### config.mk
export PLATFORM = sky130hd
export DESIGN_NAME = csb_core_sys
export DESIGN_NICKNAME = d
export VERILOG_FILES = /design/src/hdl/csb_pkg.sv /design/src/hdl/csb_core_sys.sv /design/src/hdl/csb_sync3.sv /design/src/hdl/csb_be_gen.sv
export SDC_FILE = /design/constraint.sdc
export NUM_CORES = 1
export LEC_CHECK = 0
export BUFFER_PORTS_ARGS = -buffer_cell sky130_fd_sc_hd__buf_4
export CAP_MARGIN = 20
export CORE_ASPECT_RATIO = 2
export CORE_MARGIN = 2
export CORE_UTILIZATION = 59
export CTS_CLUSTER_DIAMETER = 100
export DETAILED_ROUTE_END_ITERATION = 6
export GPL_ROUTABILITY_DRIVEN = 0
export GPL_TIMING_DRIVEN = 0
export MAX_ROUTING_LAYER = met4
export PLACE_DENSITY = 0.77
export SLEW_MARGIN = 20
export SYNTH_ARGS = -nofsm -noshare
export SYNTH_HDL_FRONTEND = slang
export SYNTH_SLANG_ARGS = --single-unit
### constraint.sdc
create_clock -name clk_in -period 8.45 [get_ports clk_in]
set_input_delay 0 -clock clk_in [delete_from_list [all_inputs] [get_ports clk_in]]
set_output_delay 0 -clock clk_in [all_outputs]
set_load 0.005 [all_outputs]
### src/hdl/csb_pkg.sv
// Constants shared by the core system-signal and bus address-phase block.
// Assumes one core clock; the warm reset pin arrives asynchronously.
`default_nettype none
package csb_pkg;
  localparam int CSB_NUM_IRQ    = 6;
  localparam int CSB_ADDR_HI    = 35;
  localparam int CSB_ADDR_LO    = 3;
  localparam int CSB_BE_W       = 8;
  localparam int CSB_REV_W      = 8;
  localparam int CSB_ID_W       = 32;
  // Lower identity bits; value is arbitrary
  localparam logic [23:0] CSB_ID_LOW = 24'h00a5c3;
  // Register offsets
  localparam logic [3:0] CSB_REG_STATUS  = 4'h0;
  localparam logic [3:0] CSB_REG_IDENT   = 4'h1;
  localparam logic [3:0] CSB_REG_COUNT   = 4'h2;
  localparam logic [3:0] CSB_REG_COMPARE = 4'h3;
  localparam logic [3:0] CSB_REG_CAUSE   = 4'h4;
  localparam logic [3:0] CSB_REG_WAIT    = 4'h5;
  localparam logic [3:0] CSB_REG_BUSREQ  = 4'h6;
  localparam logic [3:0] CSB_REG_BUSADR  = 4'h7;
  localparam logic [3:0] CSB_REG_EVSTAT  = 4'h8;
  localparam logic [3:0] CSB_REG_EVCLR   = 4'h9;
  localparam logic [3:0] CSB_REG_EVEN    = 4'ha;
  // Status register field positions
  localparam int CSB_ST_RP_POS  = 0;
  localparam logic [31:0] CSB_STATUS_RST = 32'h00000000;
  // Bus request fields
  localparam int CSB_BR_BURST_POS = 8;
  localparam int CSB_BR_LEN_POS   = 12;
  localparam logic [1:0] CSB_MODE_LS     = 2'h0;
  localparam logic [1:0] CSB_MODE_SIMPLE = 2'h1;
  // Event bit positions
  localparam int CSB_EV_NMI   = 0;
  localparam int CSB_EV_SOFT  = 1;
  localparam int CSB_EV_TIMER = 2;
  localparam int CSB_EV_ADDR  = 3;
  localparam int CSB_EV_W     = 4;
endpackage
`default_nettype wire

### src/hdl/csb_core_sys.sv
// Core system signals, system control registers and bus address phase.
// Assumes a plain register port from software on the same clock.
`default_nettype none
module csb_core_sys
  import csb_pkg::*;
(
  input  wire logic                  clk_in,
  input  wire logic                  rst_in,
  input  wire logic                  warm_reset_in,
  input  wire logic [5:0]            irq_in,
  input  wire logic                  nmi_in,
  input  wire logic [7:0]            revision_option_in,
  input  wire logic [1:0]            byte_enable_mode_in,
  input  wire logic                  address_ready_in,
  input  wire logic                  wake_in,
  input  wire logic [3:0]            reg_addr_in,
  input  wire logic [31:0]           reg_wdata_in,
  input  wire logic                  reg_write_in,
  input  wire logic                  reg_read_in,
  output logic [31:0]                reg_rdata_out,
  output logic                       reduced_power_out,
  output logic                       sleep_out,
  output logic                       timer_irq_out,
  output logic [32:0]                bus_address_out,
  output logic                       address_valid_out,
  output logic [7:0]                 byte_enable_out,
  output logic                       irq_out
);
  typedef enum logic [2:0] {
    CSB_IDLE  = 3'b001,
    CSB_PHASE = 3'b010,
    CSB_DONE  = 3'b100
  } csb_state_t;

  logic              nmi_prev;
  logic              warm_sync;
  logic              warm_prev;
  logic              soft_pulse;
  logic              nmi_pulse;
  logic [31:0]       status;
  logic [31:0]       count;
  logic [31:0]       compare;
  logic [5:0]        pending;
  logic              nmi_taken;
  logic              timer_match;
  logic              wr_compare;
  logic [3:0]        ev_stat;
  logic [3:0]        ev_en;
  logic [3:0]        ev_set;
  logic [15:0]       busreq;
  logic [32:0]       busadr;
  logic              start_req;
  logic [3:0]        beats_left;
  logic              phase_done;
  csb_state_t        state;
  logic [7:0]        be_next;
  logic [31:0]       next_rdata;

  // Interrupt, NMI and ready lines are core-clock inputs used as sampled;
  // a filter on them would swallow one-cycle pulses and delay the phase
  csb_sync3 u_warm (.clk_in(clk_in), .rst_in(rst_in),
                    .pin_in(warm_reset_in), .level_out(warm_sync));

  // Only a fresh rising level counts, so a held line fires once
  assign nmi_pulse  = nmi_in & ~nmi_prev;
  assign soft_pulse = warm_sync & ~warm_prev;
  assign wr_compare = reg_write_in && reg_addr_in == CSB_REG_COMPARE;
  assign timer_match = count == compare;
  assign start_req  = reg_write_in && reg_addr_in == CSB_REG_BUSREQ &&
                      state == CSB_IDLE;
  assign phase_done = state == CSB_PHASE && address_ready_in;

  always_ff @(posedge clk_in or posedge rst_in)
  begin
    if (rst_in)
    begin
      nmi_prev  <= 1'b0;
      warm_prev <= 1'b0;
    end
    else
    begin
      nmi_prev  <= nmi_in;
      warm_prev <= warm_sync;
    end
  end

  // Pending interrupt lines follow the pins level by level
  always_ff @(posedge clk_in or posedge rst_in)
  begin
    if (rst_in)
      pending <= 6'h00;
    else
      pending <= irq_in;
  end

  always_ff @(posedge clk_in or posedge rst_in)
  begin
    if (rst_in)
      nmi_taken <= 1'b0;
    else if (soft_pulse)
      nmi_taken <= 1'b0;
    else if (nmi_pulse)
      nmi_taken <= 1'b1;
    else if (reg_write_in && reg_addr_in == CSB_REG_CAUSE)
      nmi_taken <= 1'b0;
  end

  // Status register; warm reset restores it like a hard reset
  always_ff @(posedge clk_in or posedge rst_in)
  begin
    if (rst_in)
      status <= CSB_STATUS_RST;
    else if (soft_pulse)
      status <= CSB_STATUS_RST;
    else if (reg_write_in && reg_addr_in == CSB_REG_STATUS)
      status <= reg_wdata_in;
  end

  always_ff @(posedge clk_in or posedge rst_in)
  begin
    if (rst_in)
      reduced_power_out <= 1'b0;
    else
      reduced_power_out <= soft_pulse ? 1'b0 :
        (reg_write_in && reg_addr_in == CSB_REG_STATUS) ?
        reg_wdata_in[CSB_ST_RP_POS] : status[CSB_ST_RP_POS];
  end

  // Count keeps running across warm reset, as the free timer would
  always_ff @(posedge clk_in or posedge rst_in)
  begin
    if (rst_in)
      count <= 32'h00000000;
    else if (reg_write_in && reg_addr_in == CSB_REG_COUNT)
      count <= reg_wdata_in;
    else
      count <= count + 32'h00000001;
  end

  always_ff @(posedge clk_in or posedge rst_in)
  begin
    if (rst_in)
      compare <= 32'hffffffff;
    else if (wr_compare)
      compare <= reg_wdata_in;
  end

  always_ff @(posedge clk_in or posedge rst_in)
  begin
    if (rst_in)
      timer_irq_out <= 1'b0;
    else if (wr_compare)
      timer_irq_out <= 1'b0;
    else if (timer_match)
      timer_irq_out <= 1'b1;
  end

  // Sleep set by wait command, left on any wake, pending interrupt, NMI edge or warm reset
  always_ff @(posedge clk_in or posedge rst_in)
  begin
    if (rst_in)
      sleep_out <= 1'b0;
    else if (soft_pulse || nmi_pulse || wake_in || (|pending))
      sleep_out <= 1'b0;
    else if (reg_write_in && reg_addr_in == CSB_REG_WAIT)
      sleep_out <= 1'b1;
  end

  always_ff @(posedge clk_in or posedge rst_in)
  begin
    if (rst_in)
    begin
      busreq <= 16'h0000;
      busadr <= 33'h000000000;
    end
    else
    begin
      if (start_req)
        busreq <= reg_wdata_in[15:0];
      if (reg_write_in && reg_addr_in == CSB_REG_BUSADR &&
          state == CSB_IDLE)
        busadr <= {1'b0, reg_wdata_in};
    end
  end

  csb_be_gen u_be (
    .mode_in   (byte_enable_mode_in),
    .offset_in (reg_wdata_in[2:0]),
    .size_in   (reg_wdata_in[5:4]),
    .burst_in  (reg_wdata_in[CSB_BR_BURST_POS]),
    .be_out    (be_next)
  );

  // Address phase: held until ready sampled, then closes next cycle
  always_ff @(posedge clk_in or posedge rst_in)
  begin
    if (rst_in)
    begin
      state      <= CSB_IDLE;
      beats_left <= 4'h0;
    end
    else if (soft_pulse)
    begin
      state      <= CSB_IDLE;
      beats_left <= 4'h0;
    end
    else
    begin
      case (state)
        CSB_IDLE:
          if (start_req)
          begin
            state      <= CSB_PHASE;
            beats_left <= reg_wdata_in[CSB_BR_BURST_POS] ?
                          reg_wdata_in[CSB_BR_LEN_POS +: 4] : 4'h0;
          end
        CSB_PHASE:
          if (address_ready_in)
          begin
            // Next beat starts at once, so no stale address shows as valid
            if (beats_left != 4'h0)
              beats_left <= beats_left - 4'h1;
            else
              state <= CSB_DONE;
          end
        CSB_DONE:
          state <= CSB_IDLE;
        default:
          state <= CSB_IDLE;
      endcase
    end
  end

  always_ff @(posedge clk_in or posedge rst_in)
  begin
    if (rst_in)
    begin
      address_valid_out <= 1'b0;
      bus_address_out   <= 33'h000000000;
      byte_enable_out   <= 8'h00;
    end
    else if (soft_pulse)
      address_valid_out <= 1'b0;
    else if (start_req)
    begin
      address_valid_out <= 1'b1;
      bus_address_out   <= busadr;
      byte_enable_out   <= be_next;
    end
    else if (phase_done && beats_left != 4'h0)
    begin
      address_valid_out <= 1'b1;
      bus_address_out   <= 33'(bus_address_out + 33'h1);
    end
    else if (phase_done)
      address_valid_out <= 1'b0;
  end

  assign ev_set = {phase_done, timer_match & ~timer_irq_out, soft_pulse,
                   nmi_pulse};

  // Set wins over a clear in the same cycle
  always_ff @(posedge clk_in or posedge rst_in)
  begin
    if (rst_in)
    begin
      ev_stat <= 4'h0;
      ev_en   <= 4'h0;
    end
    else
    begin
      if (reg_write_in && reg_addr_in == CSB_REG_EVCLR)
        ev_stat <= (ev_stat & ~reg_wdata_in[3:0]) | ev_set;
      else
        ev_stat <= ev_stat | ev_set;
      if (reg_write_in && reg_addr_in == CSB_REG_EVEN)
        ev_en <= reg_wdata_in[3:0];
    end
  end

  always_ff @(posedge clk_in or posedge rst_in)
  begin
    if (rst_in)
      irq_out <= 1'b0;
    else
      irq_out <= |(ev_stat & ev_en);
  end

  always_comb
  begin
    next_rdata = 32'h00000000;
    if (reg_addr_in == CSB_REG_STATUS)
      next_rdata = status;
    else if (reg_addr_in == CSB_REG_IDENT)
      next_rdata = {revision_option_in, CSB_ID_LOW};
    else if (reg_addr_in == CSB_REG_COUNT)
      next_rdata = count;
    else if (reg_addr_in == CSB_REG_COMPARE)
      next_rdata = compare;
    else if (reg_addr_in == CSB_REG_CAUSE)
      next_rdata = {23'h000000, nmi_taken, 2'h0, pending};
    else if (reg_addr_in == CSB_REG_BUSREQ)
      next_rdata = {13'h0000, state, busreq};
    else if (reg_addr_in == CSB_REG_BUSADR)
      next_rdata = busadr[31:0];
    else if (reg_addr_in == CSB_REG_EVSTAT)
      next_rdata = {28'h0000000, ev_stat};
    else if (reg_addr_in == CSB_REG_EVEN)
      next_rdata = {28'h0000000, ev_en};
  end

  always_ff @(posedge clk_in or posedge rst_in)
  begin
    if (rst_in)
      reg_rdata_out <= 32'h00000000;
    else if (reg_read_in)
      reg_rdata_out <= next_rdata;
    else
      reg_rdata_out <= 32'h00000000;
  end
endmodule // csb_core_sys
`default_nettype wire

### src/hdl/csb_sync3.sv
// Three-stage synchroniser with agreement filter for one pin.
// Assumes the pin is unrelated to clk_in.
`default_nettype none
module csb_sync3 #(
  parameter logic RST_VAL = 1'b0
) (
  input  wire logic clk_in,
  input  wire logic rst_in,
  input  wire logic pin_in,
  output var  logic level_out
);
  logic s1;
  logic s2;
  logic s3;

  always_ff @(posedge clk_in or posedge rst_in)
  begin
    if (rst_in)
    begin
      s1 <= RST_VAL;
      s2 <= RST_VAL;
      s3 <= RST_VAL;
    end
    else
    begin
      s1 <= pin_in;
      s2 <= s1;
      s3 <= s2;
    end
  end

  // Change only counted when stages two and three agree
  always_ff @(posedge clk_in or posedge rst_in)
  begin
    if (rst_in)
      level_out <= RST_VAL;
    else if (s2 == s3)
      level_out <= s3;
  end
endmodule // csb_sync3
`default_nettype wire

### src/hdl/csb_be_gen.sv
// Byte-enable pattern generator for one address phase.
// Assumes a registered consumer; output is combinational.
`default_nettype none
module csb_be_gen
  import csb_pkg::*;
(
  input  wire logic [1:0] mode_in,
  input  wire logic [2:0] offset_in,
  input  wire logic [1:0] size_in,
  input  wire logic       burst_in,
  output logic [7:0]      be_out
);
  logic [7:0] mask;
  logic [2:0] aligned;

  always_comb
  begin
    mask    = 8'h00;
    aligned = offset_in;
    case (size_in)
      2'h0: mask = 8'h01;
      2'h1: mask = 8'h03;
      2'h2: mask = 8'h0f;
      default: mask = 8'hff;
    endcase
    if (mode_in == CSB_MODE_SIMPLE)
      aligned = offset_in & ~((3'h1 << size_in) - 3'h1);
    if (burst_in)
      be_out = 8'hff;
    else
      be_out = 8'((mask << aligned) & 8'hff);
  end
endmodule // csb_be_gen
`default_nettype wire

[Word level (Yosys, flattened, before mapping)]
Cells that the tools add are included.
Word-level totals
  latch bits: 0
  output and inout port bits: 78
  logic and storage cells: 141
  flip-flop bits (word level): 250
  memory bits (writable): 0
  memories kept: 0
  ROM bits: 0
  bits of input ports: 60
Operators by class
  bitwise logic cells: 14
  eq/ne operators: 21
  multiplexer cells: 43
  div/mod/pow operators: 0
  add/sub/neg operators: 4
  reduce and logical (&&, ||, !) cells: 32
  shifts and indexed selects: 2
  $lt $le $gt $ge: 0
  $mul: 0
Operators with widths (count)
  $mux W32: 11
  $mux W33: 2
  $add A33 B1 Y33 const B: 1
  $add A32 B1 Y32 const B: 1
  $eq A32 B32 Y1: 1
  $mux W4: 8
  $pmux W8 S3: 1
  $eq A4 B3 Y1 const B: 4
  $mux W3: 5
  $logic_and A1 B1 Y1: 13
  $mux W1: 13
  $eq A4 B4 Y1 const B: 3
  $ne A3 B3 Y1 const B: 3
  $and A4 B4 Y4: 2
  $eq A4 B2 Y1 const B: 2
  $mux W8: 1
  $or A4 B4 Y4: 2
  $pmux W4 S2: 1
  $reduce_bool A2 Y1: 4
  $reduce_bool A4 Y1: 2
  $shl A8 B3 Y8: 1
  $pmux W3 S2: 1
  $reduce_bool A3 Y1: 2
  $reduce_or A6 Y1: 1
  other kinds (22): 31

[Depth between registers and ports, before layout]
  word-level depth: 11
  depth in mapped cells: 8
  mapped depth without buffers: 7

[Modules after synthesis]
Synthesis repeated with hierarchy kept, for this count alone.
Unflattened totals
  cells, all modules: 1213
  area, all modules: 12354.3 µm²
By module, submodules not included
  csb_core_sys: cells each 1163, area each 11946.5 µm², instances 1, sequential area each 6197.2 µm²
  csb_be_gen: cells each 44, area each 292.8 µm², instances 1, sequential area each 0.0 µm²
  csb_sync3: cells each 6, area each 115.1 µm², instances 1, sequential area each 100.1 µm²

[Least setup slack after synthesis]
No wires, ideal clock.
  path kind: flip-flop to flip-flop
  from: register bus_address_out[15]
  to: register bus_address_out[32]
  arrival: 2.279 ns
  data required time: 8.374 ns
  period minus slack after synthesis: 2.355 ns
  cell stages (with the launch flop): 7
  buffers on the path: 1
  setup time: 0.076 ns
  path slack: 6.095 ns
  cells stage by stage: dfrtp_1 buf_2 nand4_2 or4_4 or4_4 or4_1 o21ai_1
Between the ends
  cells in the longest elaborated chain, start to end: 3
Ends and longest elaborated chain
  start, declared: line csb_core_sys.sv:24  | output logic [32:0] bus_address_out,
  start signal, assigned: line csb_core_sys.sv:247  | bus_address_out <= busadr;
  start signal, assigned: line csb_core_sys.sv:253  | bus_address_out <= 33'(bus_address_out + 33'h1);
  $add A33 B1 Y33: line csb_core_sys.sv:253
  $mux W33: line csb_core_sys.sv:250  | else if (phase_done && beats_left != 4'h0)
  $mux W33: line csb_core_sys.sv:244  | else if (start_req)
Every way passes these cells. The select of a mux whose other input is x is not followed.
A chain may end at the register's enable or synchronous reset.

[Worst setup path in the final report]
  from: register state[2]
  to: register bus_address_out[4]
Between the ends
  cells in the longest elaborated chain, start to end: 5
  elaborated cells between the ends (all ways): 8
  those cells by class: eq/ne: 2; mux: 1; reduce/logical: 5
Ends and longest elaborated chain
  start, declared: line csb_core_sys.sv:55  | csb_state_t state;
  start signal, assigned: line csb_core_sys.sv:199  | state <= CSB_IDLE;
  start signal, assigned: line csb_core_sys.sv:204  | state <= CSB_IDLE;
  start signal, assigned: line csb_core_sys.sv:213  | state <= CSB_PHASE;
  $eq A3 B2 Y1: line csb_core_sys.sv:71  | assign phase_done = state == CSB_PHASE && address_ready_in;
  $logic_and A1 B1 Y1: line csb_core_sys.sv:71
  $logic_and A1 B1 Y1: line csb_core_sys.sv:250
  $reduce_bool A2 Y1 (no line)
  $reduce_and A2 Y1 (no line)
Several ways; a longest one is shown, not always the timed one.

==> run summary <==
largest net degree at the start of global routing: 109
H-tree Lvls: 1
syn_area_per_cell: 10.0 sq um
Final Skew: 0.00753 ns
first-pass GRT wire length: 63800 um
Final Net Count: 1488
CP peak stage delay: 0.93 ns
post_cts resized: 0
top-count cell post-synth: dfrtp_1
Required @ worst endpoint: 8.89 ns
row cnt: 74
cell count after synthesis: 1219
Adder-Cell Fraction of Synth Area: 0.389%
Post-Place Cells: 1619
port bufs: 131
final instance area: 14900 sq um
most common library cells after synthesis: 217 x dfrtp_1, 156 x nand2_1, 90 x a21oi_1
number of global-route vias before repair: 11300
total power: 3.47 mW
I/O pin cnt: 138
fillers: 1533
Antenna Cells: 0
power per cell area: 233 nW/um^2
Post-Layout Cell Count: 1706
Area growth syn-to-layout: 21.7%
Starting Density: 60.1%
path category of the worst min-delay check: input port to asynchronous set/reset pin
nature of the critical path endpoint: flop
CTS tree: done
Fin. Hold Viols: 0
total CTS buffers: 22
Die Y: 208 um
DIE AREA: 22000 sq um
cell count along the critical path: 6
CP most frequent cell: a21oi_1
Post-route DRC: 0
initial antenna violation count: 0
Cell Area, Synth: 12200 sq um
CP arrival: 3.35 ns
complex-gate fraction of the synthesized area: 19.0%
hold slack final: 0.0236 ns
Netlist cell types: 70
xor/xnor share of the synthesized area: 4.44%
post-DP HPWL: 29800 um
post-CTS setup buffer count: 0
register area: 6300 sq um
area share of the largest cell type after synthesis: 44.4%
number of max-cap violations: 0
core area: 20400 sq um
Leak: 6.32 nW
flops & latches, synth: 250
vias per std cell: 6.57
Clock Path Buffers: 3
RSZ-0062 raised after global routing: false
fin crit share: 34.4%
Yosys top cell by area: dfrtp_1
Worst-Margin Slew: 1.09 ns
largest family of logic cells by synthesized area: compound AO/OA/AOI/OAI gates
Total Wirelength: 41200 um
drt initial violations: 1086
clk slew on worst S/H paths: 0.07 ns
Reg2Reg Depth: 6
asr flop ratio synth: 100%
fin. max-slew vios: 0
Yosys Warn Count: 0
VDD IR max: 181 uV
TritonCTS Sinks: 250
outcome: completed
crit path cell chain: nor4bb_1 -> a22oi_1 -> nor2_1 -> clkbuf_1 -> a21oi_1 -> a21oi_1
detailed-route via count: 11200
crit path max-delay cell type: nor4bb_1
simple-gate portion of the synthesized area: 15.2%
fmax: 0.344 GHz
Top delay family on crit path: simple AND/OR/NAND/NOR gates
area of the multi-input gates: 5560 sq um
Crit Path Class: flop to flop
root cell of the clock tree: clkbuf_16
Tmin final: 2.91 ns
final setup fails: 0
TritonRoute pass-1 iters: 7
number of synthesized flops with an enable pin: 0
clk_lat worst skew: 0.52 ns
crit path max fanout: 10
top post-synthesis cells by area: dfrtp_1 44%, dfstp_2 7.1%, mux2_2 5.9%
CP bufs+invs: 1
share of layout cells above drive strength 1: 20.0%
Net Count, Synth: 1282
Startpoint Class: flop
mux cell area share after synthesis: 6.22%
DR WL/cell: 24.1 um
Slew HR: 26.5%
placed instance area: 13600 sq um
sequential share of the synthesized area: 51.5%
ys flop type: dfrtp_1
overall fraction of global-route tracks in use: 39.1%
Post-DRT Antenna Nets: 0
gr ovfl total: 0
die span in x: 106 um
area by class of cell:
class	instances	share of cell area (%)
Clock buffer	35	4.64
Clock inverter	4	0.488
Buffer	86	2.21
Timing Repair Buffer	182	10.3
Tap cell	266	2.24
Sequential cell	250	42.3
Multi-Input combinational cell	865	37.4
Inverter	18	0.504
layout by cell type, fill, tap and decap left out, drive strengths merged, types with 4 or more instances in the layout:
| cell type | n |
|---|---|
| mux2 | 64 |
| nand3 | 30 |
| nor2 | 75 |
| and3 | 12 |
| mux2i | 4 |
| dlygate4sd3 | 48 |
| a31oi | 13 |
| nor3 | 25 |
| a22o | 48 |
| a22oi | 21 |
| a211oi | 8 |
| nor4 | 18 |
| and4 | 9 |
| xnor2 | 52 |
| a222oi | 5 |
| or3 | 7 |
| a21o | 5 |
| o2bb2ai | 6 |
| nand2 | 156 |
| dfrtp | 217 |
| o22ai | 19 |
| dfstp | 33 |
| nor2b | 6 |
| a21oi | 90 |
| o32ai | 5 |
| a221oi | 9 |
| clkbuf | 109 |
| a21boi | 15 |
| xor2 | 10 |
| a2bb2oi | 5 |
| buf | 146 |
| a311oi | 7 |
| o21ai | 60 |
| nand4 | 22 |
| nor4bb | 6 |
| inv | 18 |
| o22a | 7 |
| or4 | 5 |
power breakdown:
group | total, mW | leakage, nW | switching (mW) | internal, mW
clock network | 1.07 | 0.372 | 0.453 | 0.621
registers | 1.67 | 3.07 | 0.243 | 1.42
logic | 0.733 | 2.88 | 0.382 | 0.351
total | 3.47 | 6.32 | 1.08 | 2.40
sequential cells by signal, indices dropped and copies added, names as in the netlist, 3 cells and up:
register / count
byte_enable_out: 8
count: 32
ev_en: 4
bus_address_out: 33
reg_rdata_out: 32
busreq: 16
state: 3
ev_stat: 4
pending: 6
busadr: 32
compare: 32
status: 32
beats_left: 4
cells by family (layout without fill, tap and decap cells):
| family | Yosys count | after routing |
|---|---|---|
| AOI/OAI and AO/OA | 345 | 345 |
| xor gates and xnor gates | 62 | 62 |
| adders and majority gates | 4 | 4 |
| buffers and inverters | 104 | 325 |
| DFF | 250 | 250 |
| muxes | 68 | 68 |
| and+or+nand+nor | 386 | 386 |
per-stage QoR:
stage | setup TNS, ns | utilization (%) | worst slack (ns)
3_5_place_dp | 0 | 66.9 | 5.58
6_report | 0 | 73.1 | 5.54
3_3_place_gp | -204.67 | 66.5 | -0.974
5_1_grt | 0 | 73.1 | 5.34
2_1_floorplan | 0 | - | 1.63
4_1_cts | 0 | 73.0 | 5.63
worst reg2reg max path, stage by stage, from the launching register on:
cell      delay [ns]
dfrtp_1         0.42
nor4bb_1        0.93
a22oi_1         0.29
nor2_1          0.41
clkbuf_1        0.47
a21oi_1         0.14
a21oi_1         0.16
layer usage:
metal  vias to the layer above  routed length [um]  GRT usage (%)
met5                         -                   0              -
met4                         0                3820           30.4
met3                       194                2950           4.77
met2                       673               20600           63.3
met1                      5473               13900           43.2
li1                       4864                   -              -
worst paths after layout:
kind,from,slack [ns],to
setup / recovery,state[2],5.54,bus_address_out[4]
hold / removal,rst_in,0.02,bus_address_out[18]
setup reg to reg,state[2],5.54,bus_address_out[4]
hold reg to reg,u_warm.s1,0.36,u_warm.s2
max in group asynchronous,rst_in,7.15,compare[0]
min in group clk_in,reg_wdata_in[1],0.06,byte_enable_out[6]
repair_timing:
item                                   in CTS  in global routing
setup endpoints to repair                   0                  0
endpoints found under the hold margin     285                  0
hold buffers                               48                  0
(Power assumes the default switching activity.)
